$ cat src/tsc_pkg.sv
// Shared constants and types for the touch sensor register bank and its host
package tsc_pkg;

  // ---------------------------------------------------------------------
  // Timing
  // ---------------------------------------------------------------------
  localparam int CLK_MHZ          = 200;
  localparam int TICK_MS          = 16;
  localparam int TICK_CYCLES_DFLT = TICK_MS * CLK_MHZ * 1000;
  localparam int DRIFT_UNIT_MS    = 160;
  localparam int DRIFT_UNIT_TICKS = DRIFT_UNIT_MS / TICK_MS;
  localparam int SOFT_RESET_TICKS = 2;

  // ---------------------------------------------------------------------
  // Device register offsets
  // ---------------------------------------------------------------------
  localparam logic [7:0] REG_DEVICE_IDENTIFIER  = 8'h00;
  localparam logic [7:0] REG_FIRMWARE_VERSION   = 8'h01;
  localparam logic [7:0] REG_GENERAL_STATUS     = 8'h02;
  localparam logic [7:0] REG_KEY_DETECT_LOW     = 8'h03;
  localparam logic [7:0] REG_KEY_DETECT_HIGH    = 8'h04;
  localparam logic [7:0] REG_SLIDER_POSITION    = 8'h05;
  localparam logic [7:0] REG_PIN_INPUT_LEVELS   = 8'h06;
  localparam logic [7:0] REG_FIRMWARE_SUBREV    = 8'h07;
  localparam logic [7:0] REG_RECALIBRATE_CMD    = 8'h0A;
  localparam logic [7:0] REG_SOFT_RESET_CMD     = 8'h0B;
  localparam logic [7:0] REG_SLEEP_INTERVAL     = 8'h0C;
  localparam logic [7:0] REG_BURST_REPEAT       = 8'h0D;
  localparam logic [7:0] REG_FALLING_DRIFT_RATE = 8'h0F;
  localparam logic [7:0] REG_RISING_DRIFT_RATE  = 8'h10;
  localparam logic [7:0] REG_CONFIRM_LIMIT      = 8'h11;

  // ---------------------------------------------------------------------
  // Fields, masks and reset values
  // ---------------------------------------------------------------------
  localparam int         STATUS_BYTES   = 5;
  localparam int         PIN_LSB        = 2;
  localparam logic [7:0] BURST_MASK     = 8'h3F;
  localparam logic [7:0] DRIFT_MASK     = 8'h7F;
  localparam logic [7:0] CONFIRM_MASK   = 8'h1F;
  localparam logic [7:0] SLEEP_RST      = 8'h01;
  localparam logic [7:0] BURST_RST      = 8'h01;
  localparam logic [7:0] FALL_RST       = 8'h14;
  localparam logic [7:0] RISE_RST       = 8'h05;
  localparam logic [7:0] CONFIRM_RST    = 8'h03;
  localparam logic [4:0] CHG_RST        = 5'h01;

  // ---------------------------------------------------------------------
  // Host command port
  // ---------------------------------------------------------------------
  localparam logic [3:0] HOST_CMD_ADDR  = 4'h0;
  localparam logic [3:0] HOST_STAT_ADDR = 4'h4;
  localparam int         CMD_ADDR_LSB   = 8;
  localparam int         CMD_WE_BIT     = 16;
  localparam int         STAT_BUSY_BIT  = 8;
  localparam int         STAT_NACK_BIT  = 9;
  localparam int         STAT_CHG_BIT   = 10;
  localparam int         STAT_DONE_BIT  = 11;

  // ---------------------------------------------------------------------
  // States
  // ---------------------------------------------------------------------
  typedef enum logic [0:0] {
    TSC_RUN     = 1'b0,
    TSC_QUIESCE = 1'b1
  } tsc_soft_t;

  typedef enum logic [0:0] {
    TSC_H_IDLE = 1'b0,
    TSC_H_WAIT = 1'b1
  } tsc_host_t;

endpackage

$ cat src/tsc_link_if.sv
// Register access link and change alert between host and device
`timescale 1ns/1ps
interface tsc_link_if;
  logic       link_req;
  logic       link_we;
  logic [7:0] link_addr;
  logic [7:0] link_wdata;
  logic [7:0] link_rdata;
  logic       link_ack;
  logic       link_nack;
  logic       change_n;

  modport dev (
    input  link_req, link_we, link_addr, link_wdata,
    output link_rdata, link_ack, link_nack, change_n
  );
  modport host (
    output link_req, link_we, link_addr, link_wdata,
    input  link_rdata, link_ack, link_nack, change_n
  );
endinterface // tsc_link_if

$ cat src/tsc_dev_end.sv
// Device end: status and configuration byte registers with acquisition pacing
//
// Implementation choice: the tsc_link_if device-side register access link.
`timescale 1ns/1ps
module tsc_dev_end
  import tsc_pkg::*;
#(
  parameter int         TICK_CYCLES = TICK_CYCLES_DFLT,
  parameter logic [7:0] DEVICE_ID   = 8'h5A, // Arbitrary value
  parameter logic [7:0] FW_VERSION  = 8'h21, // Arbitrary value
  parameter logic [7:0] FW_SUBREV   = 8'h03  // Arbitrary value
) (
  // Clock, reset, enable
  input  wire logic        clk,
  input  wire logic        resetn,
  input  wire logic        ce,
  // Host link
  tsc_link_if.dev          lnk,
  // Acquisition front end
  output logic             acq_start,
  output logic [5:0]       burst_count,
  input  wire logic        acq_done,
  input  wire logic [15:0] key_over,
  input  wire logic        slider_touch,
  input  wire logic [7:0]  slider_pos,
  input  wire logic        common_shift,
  input  wire logic        common_none,
  // General-purpose pins
  input  wire logic [2:0]  gpio_level,
  input  wire logic [2:0]  gpio_is_out,
  // Results and controls
  output logic [15:0]      key_touched,
  output logic             recal_pulse,
  output logic             drift_fall_step,
  output logic             drift_rise_step,
  output logic [15:0]      drift_allow
);

  localparam int TW = $clog2(TICK_CYCLES + 1);

  if (TICK_CYCLES < 2) begin : g_bad_tick
    $error("TICK_CYCLES must be at least 2");
  end

  // ---------------------------------------------------------------------
  // Declarations
  // ---------------------------------------------------------------------
  logic            rst;
  logic            fire_q;
  tsc_soft_t       soft_st_q;
  logic [1:0]      soft_cnt_q;
  logic [TW-1:0]   tick_cnt_q;
  logic            tick_q;
  logic [7:0]      sleep_cnt_q;
  logic            busy_q;
  logic            acq_start_q;
  logic [5:0]      burst_count_q;
  logic [TW-1:0]   acq_cyc_q;
  logic            late_q;
  logic            slider_touch_flag_q;
  logic            cc_q;
  logic [7:0]      pos_q;
  logic [7:0]      pin_q;
  logic            rst_flag_q;
  logic [4:0]      chg_q;
  logic [7:0]      stat_prev_q [STATUS_BYTES];
  wire  [7:0]      stat_now [STATUS_BYTES];
  wire  [4:0]      chg_set;
  logic [4:0]      rd_clr;
  logic            change_n_q;
  logic            ack_q;
  logic            nack_q;
  logic [7:0]      rdata_q;
  logic [7:0]      cal_q;
  logic [7:0]      srst_q;
  logic [7:0]      sleep_q;
  logic [7:0]      burst_q;
  logic [7:0]      fall_q;
  logic [7:0]      rise_q;
  logic [7:0]      confirm_q;
  logic            recal_q;
  logic [7:0]      rd_mux;
  logic            take;
  logic            done;
  wire  [15:0]     tch_w;
  wire  [15:0]     allow_w;
  wire  [1:0]      step_w;
  wire  [7:0]      gen_byte;
  wire  [5:0]      limit1;

  assign rst      = !resetn || fire_q;
  assign done     = ce && acq_done && busy_q;
  assign take     = ce && lnk.link_req && !ack_q && !nack_q;
  assign limit1   = {1'b0, confirm_q[4:0]} + 6'h01;
  assign gen_byte = {rst_flag_q, late_q, 4'h0, cc_q, slider_touch_flag_q};

  // ---------------------------------------------------------------------
  // Acquisition pacing
  // ---------------------------------------------------------------------
  always_ff @(posedge clk) begin
    if (rst) begin
      tick_cnt_q <= '0;
      tick_q     <= 1'b0;
    end else if (ce) begin
      if (tick_cnt_q == TW'(TICK_CYCLES - 1)) begin
        tick_cnt_q <= '0;
        tick_q     <= 1'b1;
      end else begin
        tick_cnt_q <= tick_cnt_q + 1'b1;
        tick_q     <= 1'b0;
      end
    end
  end

  always_ff @(posedge clk) begin
    if (rst) begin
      sleep_cnt_q   <= 8'h00;
      busy_q        <= 1'b0;
      acq_start_q   <= 1'b0;
      burst_count_q <= 6'h00;
    end else if (ce) begin
      acq_start_q <= 1'b0;
      if (acq_done && busy_q) begin
        busy_q <= 1'b0;
      end
      if (tick_q) begin
        if (sleep_q == 8'h00) begin
          sleep_cnt_q <= 8'h00;
        end else if (sleep_cnt_q >= sleep_q - 8'h01) begin
          sleep_cnt_q <= 8'h00;
          if (!busy_q) begin
            acq_start_q   <= 1'b1;
            busy_q        <= 1'b1;
            burst_count_q <= burst_q[5:0];
          end
        end else begin
          sleep_cnt_q <= sleep_cnt_q + 8'h01;
        end
      end
    end
  end

  always_ff @(posedge clk) begin
    if (rst) begin
      acq_cyc_q <= '0;
      late_q    <= 1'b0;
    end else if (ce) begin
      if (acq_start_q) begin
        acq_cyc_q <= '0;
      end else if (busy_q && acq_cyc_q != TW'(TICK_CYCLES)) begin
        acq_cyc_q <= acq_cyc_q + 1'b1;
      end
      if (busy_q && acq_cyc_q == TW'(TICK_CYCLES)) begin
        late_q <= 1'b1;
      end else if (acq_done && busy_q) begin
        late_q <= 1'b0;
      end
    end
  end

  // ---------------------------------------------------------------------
  // Acquisition results
  // ---------------------------------------------------------------------
  always_ff @(posedge clk) begin
    if (rst) begin
      slider_touch_flag_q <= 1'b0;
      cc_q   <= 1'b1;
      pos_q  <= 8'h00;
      pin_q  <= 8'h00;
    end else if (done) begin
      slider_touch_flag_q <= slider_touch;
      cc_q   <= common_none || common_shift;
      pos_q  <= slider_pos;
      pin_q  <= {3'h0, gpio_level & ~gpio_is_out, 2'h0};
    end
  end

  for (genvar k = 0; k < 16; k++) begin : g_key
    logic [5:0] di_q;
    logic       tch_q;
    logic       allow_q;
    always_ff @(posedge clk) begin
      if (rst) begin
        di_q    <= 6'h00;
        tch_q   <= 1'b0;
        allow_q <= 1'b1;
      end else if (done) begin
        allow_q <= !key_over[k];
        if (key_over[k]) begin
          if (di_q < limit1) begin
            di_q <= di_q + 6'h01;
          end
          tch_q <= (di_q + 6'h01 >= limit1);
        end else begin
          di_q  <= 6'h00;
          tch_q <= 1'b0;
        end
      end
    end
    assign tch_w[k]   = tch_q;
    assign allow_w[k] = allow_q;
  end

  for (genvar d = 0; d < 2; d++) begin : g_drift
    logic [10:0] cnt_q;
    logic        step_q;
    wire  [6:0]  rate;
    wire  [10:0] lim;
    assign rate = (d == 0) ? fall_q[6:0] : rise_q[6:0];
    assign lim  = 11'(int'(rate) * DRIFT_UNIT_TICKS);
    always_ff @(posedge clk) begin
      if (rst) begin
        cnt_q  <= 11'h000;
        step_q <= 1'b0;
      end else if (ce) begin
        step_q <= 1'b0;
        if (rate == 7'h00) begin
          cnt_q <= 11'h000;
        end else if (tick_q) begin
          if (cnt_q >= lim - 11'h001) begin
            cnt_q  <= 11'h000;
            step_q <= 1'b1;
          end else begin
            cnt_q <= cnt_q + 11'h001;
          end
        end
      end
    end
    assign step_w[d] = step_q;
  end

  // ---------------------------------------------------------------------
  // Change tracking
  // ---------------------------------------------------------------------
  assign stat_now[0] = {1'b0, gen_byte[6:0]};
  assign stat_now[1] = tch_w[7:0];
  assign stat_now[2] = tch_w[15:8];
  assign stat_now[3] = pos_q;
  assign stat_now[4] = pin_q;

  for (genvar s = 0; s < STATUS_BYTES; s++) begin : g_chg
    assign chg_set[s] = (stat_now[s] != stat_prev_q[s]);
    always_ff @(posedge clk) begin
      if (rst) begin
        stat_prev_q[s] <= (s == 0) ? 8'h03 : 8'h00;
      end else if (ce) begin
        stat_prev_q[s] <= stat_now[s];
      end
    end
    assign rd_clr[s] = take && !lnk.link_we && soft_st_q == TSC_RUN &&
                       lnk.link_addr == REG_GENERAL_STATUS + 8'(s);
  end

  always_ff @(posedge clk) begin
    if (rst) begin
      chg_q      <= CHG_RST;
      rst_flag_q <= 1'b1;
      change_n_q <= 1'b1;
    end else if (ce) begin
      chg_q      <= chg_set | (chg_q & ~rd_clr);
      if (rd_clr[0]) begin
        rst_flag_q <= 1'b0;
      end
      change_n_q <= !(|chg_q) || soft_st_q == TSC_QUIESCE;
    end
  end

  // ---------------------------------------------------------------------
  // Register access
  // ---------------------------------------------------------------------
  always_comb begin
    rd_mux = 8'h00;
    if (lnk.link_addr == REG_DEVICE_IDENTIFIER) begin
      rd_mux = DEVICE_ID;
    end else if (lnk.link_addr == REG_FIRMWARE_VERSION) begin
      rd_mux = FW_VERSION;
    end else if (lnk.link_addr == REG_GENERAL_STATUS) begin
      rd_mux = gen_byte;
    end else if (lnk.link_addr == REG_KEY_DETECT_LOW) begin
      rd_mux = tch_w[7:0];
    end else if (lnk.link_addr == REG_KEY_DETECT_HIGH) begin
      rd_mux = tch_w[15:8];
    end else if (lnk.link_addr == REG_SLIDER_POSITION) begin
      rd_mux = pos_q;
    end else if (lnk.link_addr == REG_PIN_INPUT_LEVELS) begin
      rd_mux = pin_q;
    end else if (lnk.link_addr == REG_FIRMWARE_SUBREV) begin
      rd_mux = FW_SUBREV;
    end else if (lnk.link_addr == REG_RECALIBRATE_CMD) begin
      rd_mux = cal_q;
    end else if (lnk.link_addr == REG_SOFT_RESET_CMD) begin
      rd_mux = srst_q;
    end else if (lnk.link_addr == REG_SLEEP_INTERVAL) begin
      rd_mux = sleep_q;
    end else if (lnk.link_addr == REG_BURST_REPEAT) begin
      rd_mux = burst_q;
    end else if (lnk.link_addr == REG_FALLING_DRIFT_RATE) begin
      rd_mux = fall_q;
    end else if (lnk.link_addr == REG_RISING_DRIFT_RATE) begin
      rd_mux = rise_q;
    end else if (lnk.link_addr == REG_CONFIRM_LIMIT) begin
      rd_mux = confirm_q;
    end
  end

  always_ff @(posedge clk) begin
    if (rst) begin
      ack_q     <= 1'b0;
      nack_q    <= 1'b0;
      rdata_q   <= 8'h00;
      cal_q     <= 8'h00;
      srst_q    <= 8'h00;
      sleep_q   <= SLEEP_RST;
      burst_q   <= BURST_RST;
      fall_q    <= FALL_RST;
      rise_q    <= RISE_RST;
      confirm_q <= CONFIRM_RST;
      recal_q   <= 1'b0;
    end else if (ce) begin
      ack_q   <= 1'b0;
      nack_q  <= 1'b0;
      recal_q <= 1'b0;
      if (take && soft_st_q == TSC_QUIESCE) begin
        nack_q <= 1'b1;
      end else if (take) begin
        ack_q   <= 1'b1;
        rdata_q <= rd_mux;
        if (lnk.link_we) begin
          if (lnk.link_addr == REG_RECALIBRATE_CMD) begin
            cal_q   <= lnk.link_wdata;
            recal_q <= (lnk.link_wdata != 8'h00);
          end else if (lnk.link_addr == REG_SOFT_RESET_CMD) begin
            srst_q <= lnk.link_wdata;
          end else if (lnk.link_addr == REG_SLEEP_INTERVAL) begin
            sleep_q <= lnk.link_wdata;
          end else if (lnk.link_addr == REG_BURST_REPEAT) begin
            burst_q <= lnk.link_wdata & BURST_MASK;
          end else if (lnk.link_addr == REG_FALLING_DRIFT_RATE) begin
            fall_q <= lnk.link_wdata & DRIFT_MASK;
          end else if (lnk.link_addr == REG_RISING_DRIFT_RATE) begin
            rise_q <= lnk.link_wdata & DRIFT_MASK;
          end else if (lnk.link_addr == REG_CONFIRM_LIMIT) begin
            confirm_q <= lnk.link_wdata & CONFIRM_MASK;
          end
        end
      end
    end
  end

  // ---------------------------------------------------------------------
  // Soft reset sequencing
  // ---------------------------------------------------------------------
  always_ff @(posedge clk) begin
    if (rst) begin
      soft_st_q  <= TSC_RUN;
      soft_cnt_q <= 2'h0;
      fire_q     <= 1'b0;
    end else if (ce) begin
      case (soft_st_q)
        TSC_RUN: begin
          if (take && lnk.link_we && lnk.link_addr == REG_SOFT_RESET_CMD &&
              lnk.link_wdata != 8'h00) begin
            soft_st_q  <= TSC_QUIESCE;
            soft_cnt_q <= 2'h0;
          end
        end
        TSC_QUIESCE: begin
          if (tick_q) begin
            soft_cnt_q <= soft_cnt_q + 2'h1;
          end
          if (soft_cnt_q == 2'(SOFT_RESET_TICKS)) begin
            fire_q <= 1'b1;
          end
        end
        default: soft_st_q <= TSC_RUN;
      endcase
    end
  end

  // ---------------------------------------------------------------------
  // Outputs
  // ---------------------------------------------------------------------
  assign lnk.link_ack    = ack_q;
  assign lnk.link_nack   = nack_q;
  assign lnk.link_rdata  = rdata_q;
  assign lnk.change_n    = change_n_q;
  assign acq_start       = acq_start_q;
  assign burst_count     = burst_count_q;
  assign key_touched     = tch_w;
  assign recal_pulse     = recal_q;
  assign drift_fall_step = step_w[0];
  assign drift_rise_step = step_w[1];
  assign drift_allow     = allow_w;

endmodule // tsc_dev_end

$ cat src/flat_wrapper.sv
// flat-port wrapper written by rule: the top's interface ports become plain ports
module tsc_dev_end_flat import tsc_pkg::*;
#(
  parameter int         TICK_CYCLES = TICK_CYCLES_DFLT,
  parameter logic [7:0] DEVICE_ID   = 8'h5A,                   
  parameter logic [7:0] FW_VERSION  = 8'h21,                   
  parameter logic [7:0] FW_SUBREV   = 8'h03                    
)
  (clk, resetn, ce, acq_start, burst_count, acq_done, key_over, slider_touch, slider_pos, common_shift, common_none, gpio_level, gpio_is_out, key_touched, recal_pulse, drift_fall_step, drift_rise_step, drift_allow, lnk_link_req, lnk_link_we, lnk_link_addr, lnk_link_wdata, lnk_link_rdata, lnk_link_ack, lnk_link_nack, lnk_change_n);
  tsc_link_if lnk_i ();
  input  wire logic clk;
  input  wire logic resetn;
  input  wire logic ce;
  output logic acq_start;
  output logic [5:0] burst_count;
  input  wire logic acq_done;
  input  wire logic [15:0] key_over;
  input  wire logic slider_touch;
  input  wire logic [7:0] slider_pos;
  input  wire logic common_shift;
  input  wire logic common_none;
  input  wire logic [2:0] gpio_level;
  input  wire logic [2:0] gpio_is_out;
  output logic [15:0] key_touched;
  output logic recal_pulse;
  output logic drift_fall_step;
  output logic drift_rise_step;
  output logic [15:0] drift_allow;
  input wire logic [$bits(lnk_i.link_req)-1:0] lnk_link_req;
  input wire logic [$bits(lnk_i.link_we)-1:0] lnk_link_we;
  input wire logic [$bits(lnk_i.link_addr)-1:0] lnk_link_addr;
  input wire logic [$bits(lnk_i.link_wdata)-1:0] lnk_link_wdata;
  output wire logic [$bits(lnk_i.link_rdata)-1:0] lnk_link_rdata;
  output wire logic [$bits(lnk_i.link_ack)-1:0] lnk_link_ack;
  output wire logic [$bits(lnk_i.link_nack)-1:0] lnk_link_nack;
  output wire logic [$bits(lnk_i.change_n)-1:0] lnk_change_n;
  assign lnk_i.link_req = lnk_link_req;
  assign lnk_i.link_we = lnk_link_we;
  assign lnk_i.link_addr = lnk_link_addr;
  assign lnk_i.link_wdata = lnk_link_wdata;
  assign lnk_link_rdata = lnk_i.link_rdata;
  assign lnk_link_ack = lnk_i.link_ack;
  assign lnk_link_nack = lnk_i.link_nack;
  assign lnk_change_n = lnk_i.change_n;
  tsc_dev_end #(.TICK_CYCLES(TICK_CYCLES), .DEVICE_ID(DEVICE_ID), .FW_VERSION(FW_VERSION), .FW_SUBREV(FW_SUBREV)) u_core (.clk(clk), .resetn(resetn), .ce(ce), .lnk(lnk_i), .acq_start(acq_start), .burst_count(burst_count), .acq_done(acq_done), .key_over(key_over), .slider_touch(slider_touch), .slider_pos(slider_pos), .common_shift(common_shift), .common_none(common_none), .gpio_level(gpio_level), .gpio_is_out(gpio_is_out), .key_touched(key_touched), .recal_pulse(recal_pulse), .drift_fall_step(drift_fall_step), .drift_rise_step(drift_rise_step), .drift_allow(drift_allow));
endmodule
$ cat config.mk
export PLATFORM = sky130hd
export DESIGN_NAME = tsc_dev_end_flat
export DESIGN_NICKNAME = d
export VERILOG_FILES = /design/src/tsc_pkg.sv /design/src/tsc_link_if.sv /design/src/tsc_dev_end.sv /design/src/flat_wrapper.sv
export SDC_FILE = /design/constraint.sdc
export NUM_CORES = 1
export LEC_CHECK = 0
export BUFFER_PORTS_ARGS = -buffer_cell sky130_fd_sc_hd__buf_2
export CORE_MARGIN = 2
export CORE_UTILIZATION = 60
export DETAILED_ROUTE_END_ITERATION = 8
export PLACE_DENSITY = 0.77
export RECOVER_POWER = 100
export SLEW_MARGIN = 15
export SYNTH_ARGS = -nofsm -noshare
export SYNTH_HDL_FRONTEND = slang
export SYNTH_SLANG_ARGS = --single-unit
$ cat constraint.sdc
create_clock -name clk -period 5.45 [get_ports clk]
set_clock_uncertainty 0.1 [all_clocks]
set_input_delay 0.545 -clock clk [delete_from_list [all_inputs] [get_ports clk]]
set_output_delay 0.545 -clock clk [all_outputs]
set_load 0.02 [all_outputs]
== Yosys cells after proc, flatten, opt, wreduce, memory -nomap -nowiden ==
Memories as Yosys holds them, arrays and structs flattened.
Index checks and enable logic that the tools add are counted.

* Add/sub/neg operators: 26
* Multiply operators: 2
* Divide/modulo/power cells: 0
* $lt $le $gt $ge: 35
* Equal/unequal tests: 41
* Shift operators: 0
* Multiplexer cells: 114
* Bitwise gates (word level): 20
* Reductions and logical operators: 86

{| class="wikitable"
|+ Operators with widths
! kind !! count
|-
| two-way mux 6 bit || 32
|-
| two-way mux 8 bit || 21
|-
| adder 6 x 1 -> 6 bit, second input constant || 16
|-
| greater-or-equal comparator 6 bit || 16
|-
| < comparator 6 bit || 16
|-
| two-way mux 11 bit || 6
|-
| two-way mux 22 bit || 3
|-
| two-way mux 1 bit || 48
|-
| adder 22 x 1 -> 22 bit, second input constant || 2
|-
| equality test 22 bit, second input constant || 2
|-
| AND reduction 2 bit || 22
|-
| equality test 8 x 4 -> 1 bit, second input constant || 5
|-
| equality test 8 x 3 -> 1 bit, second input constant || 4
|-
| inequality test 2 x 1 -> 1 bit, second input constant || 16
|-
| inequality test 8 bit || 3
|-
| adder 11 x 1 -> 11 bit, second input constant || 2
|-
| greater-or-equal comparator 11 bit || 2
|-
| inequality test 22 bit, second input constant || 1
|-
| subtractor 11 x 1 -> 11 bit, second input constant || 2
|-
| logical NOT 1 bit || 21
|-
| multiplier 7 x 3 -> 10 bit, second input constant || 2
|-
| logical AND 1 bit || 19
|-
| equality test 8 x 2 -> 1 bit, second input constant || 2
|-
| equality test 8 x 5 -> 1 bit, second input constant || 2
|-
| 34 further kinds || 59
|}

* Flip-flop bits (word level): 298
* Latch bits: 0
* Memory bits (writable): 40
* Bits in read-only memories: 0
* Input port bits: 55
* Output and inout bits: 53
* Logic and storage cells: 406
* Memories kept: 1

{| class="wikitable"
|+ Memories
! memory !! words !! bits a word !! read ports !! clocked after Yosys merged registers in !! wr ports !! line !! source
|-
| u_core.stat_prev_q || 5 || 8 || 5 || 0 || 5 || tsc_dev_end.sv:66 || <nowiki>logic [7:0] stat_prev_q [STATUS_BYTES];</nowiki>
|}

== Logic depth before layout (Yosys ltp) ==
Gate-level depths: netlist of the first run.

* Depth in word-level cells: 16
* Mapped depth: 17
* Mapped depth without buffers: 16

== Worst setup path after synthesis of the first run ==
Ideal clock, no wire load.

* Path kind: reg2reg
* Start: reg u_core.fall_q[1]
* End: reg u_core.g_drift[0].cnt_q[4]
* Library setup time: 122 ps
* Arrival time: 3987 ps
* Required time: 5228 ps
* Path slack: 1241 ps
* Cell stages (with the launch flop): 16
* Buffers on the path: 0
* Period minus slack after synthesis: 4209 ps
* Cells stage by stage: dfxtp_1 ha_1 ha_1 inv_1 fa_1 or3b_1 nor4_1 a31oi_1 a22o_1 a21oi_1 ha_1 and4_1 o21ai_0 a31oi_1 nor3_2 a221o_1

* Longest elaborated chain between the ends: 6
* Elaborated cells between the ends (all ways): 9
* Classes of those cells: 1 x add/sub; 1 x mul; 1 x order compare; 3 x mux; 3 x reduce/logical

{| class="wikitable"
|+ Ends and longest elaborated chain
! what !! line !! source
|-
| from (decl) || tsc_dev_end.sv:78 || <nowiki>logic [7:0] fall_q;</nowiki>
|-
| from (signal assigned) || tsc_dev_end.sv:339 || <nowiki>fall_q <= lnk.link_wdata & DRIFT_MASK;</nowiki>
|-
| multiplier 7 x 3 -> 10 bit || tsc_dev_end.sv:210 || <nowiki>assign lim = 11'(int'(rate) * DRIFT_UNIT_TICKS);</nowiki>
|-
| subtractor 11 x 1 -> 11 bit || tsc_dev_end.sv:220 || <nowiki>if (cnt_q >= lim - 11'h001) begin</nowiki>
|-
| greater-or-equal comparator 11 bit || tsc_dev_end.sv:220 ||
|-
| two-way mux 11 bit || tsc_dev_end.sv:220 ||
|-
| two-way mux 11 bit || tsc_dev_end.sv:219 || <nowiki>end else if (tick_q) begin</nowiki>
|-
| two-way mux 11 bit || tsc_dev_end.sv:217 || <nowiki>if (rate == 7'h00) begin</nowiki>
|-
| to (signal assigned) || tsc_dev_end.sv:224 || <nowiki>cnt_q <= cnt_q + 11'h001;</nowiki>
|-
| to (decl) || tsc_dev_end.sv:205 || <nowiki>logic [10:0] cnt_q;</nowiki>
|}

Parallel ways exist; a longest one is shown, timed or not. The select of a mux whose other input is x is not followed.
A chain may end at the register's enable or synchronous reset.

== Final worst setup path of the first run ==
* Start: reg u_core.confirm_q[0]
* End: reg u_core.g_key[9].di_q[0]

* Longest elaborated chain between the ends: 4

{| class="wikitable"
|+ Ends and longest elaborated chain
! what !! line !! source
|-
| from (decl) || tsc_dev_end.sv:80 || <nowiki>logic [7:0] confirm_q;</nowiki>
|-
| from (signal assigned) || tsc_dev_end.sv:343 || <nowiki>confirm_q <= lnk.link_wdata & CONFIRM_MASK;</nowiki>
|-
| adder 5 x 1 -> 6 bit || tsc_dev_end.sv:94 || <nowiki>assign limit1 = {1'b0, confirm_q[4:0]} + 6'h01;</nowiki>
|-
| < comparator 6 bit || tsc_dev_end.sv:190 || <nowiki>if (di_q < limit1) begin</nowiki>
|-
| inequality test 2 x 1 -> 1 bit (no source line) || - ||
|-
| AND reduction 2 bit (no source line) || - ||
|-
| to (signal assigned) || tsc_dev_end.sv:191 || <nowiki>di_q <= di_q + 6'h01;</nowiki>
|-
| to (decl) || tsc_dev_end.sv:179 || <nowiki>logic [5:0] di_q;</nowiki>
|}

No other way between the ends.

==> flow_summary.ini, run 1 <==
[run_status]
status = finished, violations left
failed_checks = max-capacitance violations, max-slew violations

[routing]
drt-vias-per-instance = 6.26
antenna_left = 0
vias = 18900
drt-pass1-iter-count = 6
drt_iter0_markers = 1307
route.detailed.drc = 0
wl_per_cell_um = 18.4
wl_um = 55700

[synth]
synth-compound-area-share_pct = 18.3
yosysTopAreaCellShare_pct = 28.0
synthAdderAreaFrac_pct = 16.0
syn_inst = 2494
synth_top_area_cell = dfxtp_1
synth-simple-area-share_pct = 20.4
muxShareOfSynthArea_pct = 1.84
async_flop_share_pct = 0
synth_area_leaders = dfxtp_1, ha_1, xnor2_1, a21oi_1, edfxtp_1
yosys_warnings = 0
ys_seq_area_share_pct = 32.2
synth_ff_type = dfxtp_1
synth.distinct_cells = 79
synth_seq_cells = 328
synth_edf_count = 30
synth_top_family_by_area = simple AND/OR/NAND/NOR gates
syn_area_sq_um = 21300
synthesis.area_per_instance_sq_um = 8.54
synthXorXnorAreaFrac_pct = 6.95
synth_fp_nets = 2821

[clock_tree]
cts_tree = built
post_cts_resized = 0
clk_pin_slew_ns = 0.06
cts_sinks = 328
clkLatencyLatePin_ns = 0.56
numCtsBuffers = 38
htreeDepth = 2
clk_root_buffer_cell = clkbuf_16
clock_path_buffers = 3
holdBufCountCts = 0
postCtsSetupRepairBufs = 0

[setup_path]
cp_max_fo = 25
reg2reg_depth = 10
endpoint_kind = flip-flop
cp-start-kind = flip-flop
reg2reg_slack_ns = 0.40
critPathCapture = u_core.g_key[9].di_q[0]
path_class = reg2reg
crit_required_ns = 5.79
critical_path.startpoint = u_core.confirm_q[0]
worstReg2RegEnd = u_core.g_key[9].di_q[0]
timing.rr.start = u_core.confirm_q[0]
crit_arrival_ns = 5.39

[layout]
fin_cells = 3023
final_cell_mix = dfxtp_1, ha_1, nand2_1, a21oi_1, o21ai_0
nNetsFinal = 2858
final_common_cell = dfxtp_1
multi_input_area_sq_um = 13600
area_growth_pct = 8.61
seqCellArea_sq_um = 6870
num-fill-cells = 3062
drive_gt1_share_pct = 6.84

[grt]
grt_max_degree = 138
grt_antenna_before_repair = 1
grt_pass1_wl_um = 90900
grt_use_total_pct = 30.1
overflow = 0
grt_pass1_vias = 18300

[timing]
finalHoldViolations = 0
rsz0062_at_grt = false
post-route-period-util_pct = 92.6
maxSlewHeadroom_pct = -111
setup_viol = 0
tns_ns = 0
period_minus_slack_ns = 5.05
max_freq_mhz = 198
finalMaxSlewViolations = 327
worst_slew_pin_slew_ns = 3.17

[power]
cellPowerDensity_nw_per_um2 = 228
p_leak_nw = 9.16
ir_drop_mv = 0.264

[floorplan]
die_h_um = 192
core_sq_um = 35300
rows = 69
initial_core_util_pct = 60.4
die_x_um = 192
dieArea_sq_um = 37000
pin_count = 108

[placed_design]
numPortBuffers = 107
gp_congestion = 0.950
place_hpwl_um = 38100
place_inst = 2952

[hold_path]
min_path_type = in2reg

[job]
max-cap-violations = 5
-- where the power goes --
| part | leakage, nW | internal [mW] | switching (mW) | total (mW) |
|---|---|---|---|---|
| Clock | 0.623 | 1.57 | 1.05 | 2.62 |
| Combinational | 5.81 | 0.0517 | 0.149 | 0.201 |
| Sequential | 2.72 | 2.45 | 0.0111 | 2.46 |
-- kinds of logic (layout without fill, tap and decap cells) --
logic type,after synthesis,in the layout
other,0,2
adders and majority gates,272,272
buffers and inverters,200,266
xor gates and xnor gates,169,169
muxes,38,38
AOI/OAI and AO/OA,620,620
DFF,328,328
and+or+nand+nor,867,867
-- state kept, by name, summed over array words and instances (netlist names), 3 cells and up --
| register | cells |
|---|---|
| u_core.acq_cyc_q | 22 |
| u_core.burst_count | 6 |
| u_core.burst_q | 6 |
| u_core.cal_q | 8 |
| u_core.chg_q | 5 |
| u_core.confirm_q | 5 |
| u_core.fall_q | 7 |
| u_core.g_drift.cnt_q | 22 |
| u_core.g_key.allow_q | 16 |
| u_core.g_key.di_q | 96 |
| u_core.g_key.tch_q | 16 |
| u_core.lnk.link_rdata | 8 |
| u_core.pin_q | 3 |
| u_core.pos_q | 8 |
| u_core.rise_q | 7 |
| u_core.sleep_cnt_q | 8 |
| u_core.sleep_q | 8 |
| u_core.srst_q | 8 |
| u_core.stat_prev_q | 30 |
| u_core.tick_cnt_q | 22 |
-- worst min path at each step --
| stage | startpoint | to | slack, ns | depth (start not counted) |
|---|---|---|---|---|
| CTS | slider_pos[2] | u_core.pos_q[2] | 0.11 | 3 |
| floorplan | u_core.rst_flag_q | u_core.rst_flag_q | 0.32 | 2 |
| finish | slider_pos[2] | u_core.pos_q[2] | 0.13 | 3 |
| global route | slider_pos[2] | u_core.pos_q[2] | 0.14 | 3 |
| global placement | u_core.rst_flag_q | u_core.rst_flag_q | 0.33 | 2 |
| detailed placement | u_core.rst_flag_q | u_core.rst_flag_q | 0.34 | 2 |
-- layer usage --
metal	wire length, um	GRT usage, %	part of all wire (%)
met1	24200	38.3	43
met2	25800	50.0	46
met3	3730	5.47	6.7
met4	1960	12.7	3.5
met5	0	0	0
-- Yosys cell counts (22+ instances only) --
cell,instances
clkbuf_1,70
nor4_1,22
or3_1,28
inv_1,73
a211oi_1,26
edfxtp_1,30
o21a_1,36
o211ai_1,29
or2_2,23
ha_1,270
mux2i_1,28
buf_4,32
nor2b_1,27
nor3_1,53
a22o_1,38
nand4_1,33
nand2_1,221
xnor2_1,104
a21oi_1,180
nand3_1,153
and3_1,62
nor2_1,152
nand2b_1,33
a31oi_1,27
xor2_1,65
o21ai_0,149
dfxtp_1,298
-- worst max-delay path, cell delays in order (launching register included) --
cell      delay (ns)
dfxtp_1         0.42
ha_1            0.25
nand3_1         0.12
xor2_1          2.08
buf_4           0.44
ha_1            0.25
or2_2           0.27
a211oi_1        0.25
a21o_1          0.14
nor3_1          0.11
mux2_2          0.49
-- final cells by class --
cell class | instances | share of cell area (%)
Antenna cell | 2 | 0.0216
Inverter | 74 | 1.20
Clock buffer | 46 | 4.42
Timing Repair Buffer | 123 | 2.43
Sequential cell | 328 | 29.7
Multi-Input combinational cell | 1966 | 58.7
Tap cell | 461 | 2.49
Clock inverter | 23 | 1.04
-- through the flow --
stage	hold WS, ns	power, mW	utilization [%]	setup WS, ns	instance area, sq um
5_1_grt	0.143	5.43	65.5	0.178	23100
3_5_place_dp	0.337	2.71	62.4	0.627	22000
3_3_place_gp	0.330	2.71	62.4	0.742	22000
4_1_cts	0.113	5.32	65.9	0.577	23300
2_1_floorplan	0.318	2.63	-	1.24	21300
6_report	0.133	5.29	65.5	0.403	23100
Power figures use the tool's default switching activity.
==> run 2: changes to the inputs <==
Settings changed: RECOVER_POWER 100 to 25.
==> run 2 against run 1 <==
Compared with the run above:
- the run still ends with max-capacitance violations, max-slew violations left
- critical path depth increased by 5
- total power increased by 0.16%
- sequential share of layout area decreased by 0.058 points
- combinational power about the same
- final area increased by 0.19%
- setup slack improved by 0.16 ns
- sequential power about the same
- fmax increased by 3.2%
- cell count unchanged
- critical endpoint is now u_core.g_drift[0].cnt_q[7]
==> flow_summary.ini, run 2 (synthesized netlist as in run 1, its figures left out) <==
[layout]
final_cell_mix = dfxtp_1, ha_1, nand2_1, a21oi_1
final_common_cell = dfxtp_1
area_growth_pct = 8.82
design_area_sq_um = 23200
biggestRegsByFlops = u_core.g_key.di_q (96), u_core.stat_prev_q (30)
num-fill-cells = 3047
nNetsFinal = 2858
largest-register = u_core.g_key.di_q
largest_reg_flops = 96
drive_gt1_share_pct = 7.11

[setup_path]
cp_max_fo = 10
reg2reg_depth = 15
path_cells = ha_1 > ha_1 > inv_1 > fa_1 > or3b_1 > nor4_1 > a31oi_1 > a22o_1 > a21oi_1 > ha_1 > and4_1 > o21ai_0 > a31oi_1 > nor3_2 > a221o_1
endpoint_kind = flip-flop
reg2reg_slack_ns = 0.56
crit_cells = 15
timing.rr.start = u_core.fall_q[0]
critPathSlowestCell = a31oi_1
slowest_delay_ns = 0.66
critPathTopFamily = compound AO/OA/AOI/OAI gates
worstReg2RegEnd = u_core.g_drift[0].cnt_q[7]
critPathCapture = u_core.g_drift[0].cnt_q[7]
crit_arrival_ns = 5.23
cp-start-kind = flip-flop
path_class = reg2reg
critPathBufInv = 1
crit_top_cell = ha_1
critical_path.startpoint = u_core.fall_q[0]
crit_required_ns = 5.79

[timing]
max_freq_mhz = 204
worst_slew_pin_slew_ns = 3.13
period_minus_slack_ns = 4.89
post-route-period-util_pct = 89.7
finalMaxSlewViolations = 191
setup_ws_ns = 0.560
tns_ns = 0
maxSlewHeadroom_pct = -109
setup_viol = 0
rsz0062_at_grt = false
finalHoldViolations = 0

[job]
max-cap-violations = 2

[routing]
antenna_left = 0
wl_um = 55800
drt-vias-per-instance = 6.28
route.detailed.drc = 0
vias = 19000
drt-pass1-iter-count = 6
drt_iter0_markers = 1295
wl_per_cell_um = 18.4

[clock_tree]
clkLatencyLatePin_ns = 0.56
clk_pin_slew_ns = 0.06
htreeDepth = 2
clk_root_buffer_cell = clkbuf_16
cts_sinks = 328
cts_tree = built
numCtsBuffers = 38
clock_path_buffers = 3
post_cts_resized = 0
holdBufCountCts = 0
postCtsSetupRepairBufs = 0

[grt]
grt_pass1_wl_um = 90900
grt_use_total_pct = 30.1
overflow = 0
grt_pass1_vias = 18300
grt_antenna_before_repair = 1
grt_max_degree = 138

[floorplan]
die_h_um = 192
core_sq_um = 35300
pin_count = 108
initial_core_util_pct = 60.4
dieArea_sq_um = 37000
rows = 69
die_x_um = 192

[placed_design]
placed_cell_area_sq_um = 22000
gp_congestion = 0.950
place_hpwl_um = 38100
numPortBuffers = 107
pre_cts_slack_ns = 0.627

[power]
p_leak_nw = 9.19
switching_share_pct = 23.0
cellPowerDensity_nw_per_um2 = 228
p_seq_share_pct = 46.5
total_power_mw = 5.29
ir_drop_mv = 0.264
combPwrFrac_pct = 3.8
internal_power_mw = 4.07
p_sw_mw = 1.22
pwr-share-clk_pct = 49.7

[run_status]
status = finished, violations left
failed_checks = max-capacitance violations, max-slew violations

[hold_path]
min_path_type = in2reg
==> run 2: tightest hold or removal path, cell delays in order <==
cell	delay (ns)
buf_2	0.10
nand2_1	0.05
a21oi_1	0.05
==> run 2: layout make-up <==
class / count / area, sq um / area share [%]
Sequential cell: 328 / 6870 / 29.6
Tap cell: 461 / 577 / 2.49
Clock inverter: 23 / 241 / 1.04
Inverter: 74 / 278 / 1.20
Multi-Input combinational cell: 1966 / 13600 / 58.7
Antenna cell: 2 / 5.00 / 0.0216
Timing Repair Buffer: 123 / 581 / 2.50
Clock buffer: 46 / 1020 / 4.41
==> run 2: metrics by stage <==
stage	std cells	hold WS (ns)	util, %
after floorplan	2494	0.318	-
final	3023	0.133	65.7
after global routing	3021	0.143	65.7
after CTS	3021	0.113	65.9
after detailed placement	2952	0.337	62.4
after global placement	2952	0.330	62.4
==> run 2: per-layer routing <==
layer	global-route usage, %	vias to the layer above	routed length [um]
met1	38.3	9097	24100
met3	5.47	124	3830
met4	12.7	0	1940
met5	0	-	0
met2	50.0	591	25900
li1	-	9164	-
==> run 2: worst min-delay path by stage <==
stage,startpoint,endpoint,depth (start not counted)
finish,slider_pos[2],u_core.pos_q[2],3
global route,slider_pos[2],u_core.pos_q[2],3
CTS,slider_pos[2],u_core.pos_q[2],3
detailed placement,u_core.rst_flag_q,u_core.rst_flag_q,2
global placement,u_core.rst_flag_q,u_core.rst_flag_q,2
floorplan,u_core.rst_flag_q,u_core.rst_flag_q,2
==> run 2: power by group through the flow <==
| stage | Sequential [mW] | Combinational [mW] | Clock (mW) |
|---|---|---|---|
| 6_report | 2.46 | 0.201 | 2.63 |
| 5_1_grt | 2.46 | 0.215 | 2.75 |
| 3_3_place_gp | 2.51 | 0.195 | 0 |
| 2_1_floorplan | 2.51 | 0.115 | 0 |
| 4_1_cts | 2.46 | 0.199 | 2.66 |
| 3_5_place_dp | 2.51 | 0.198 | 0 |
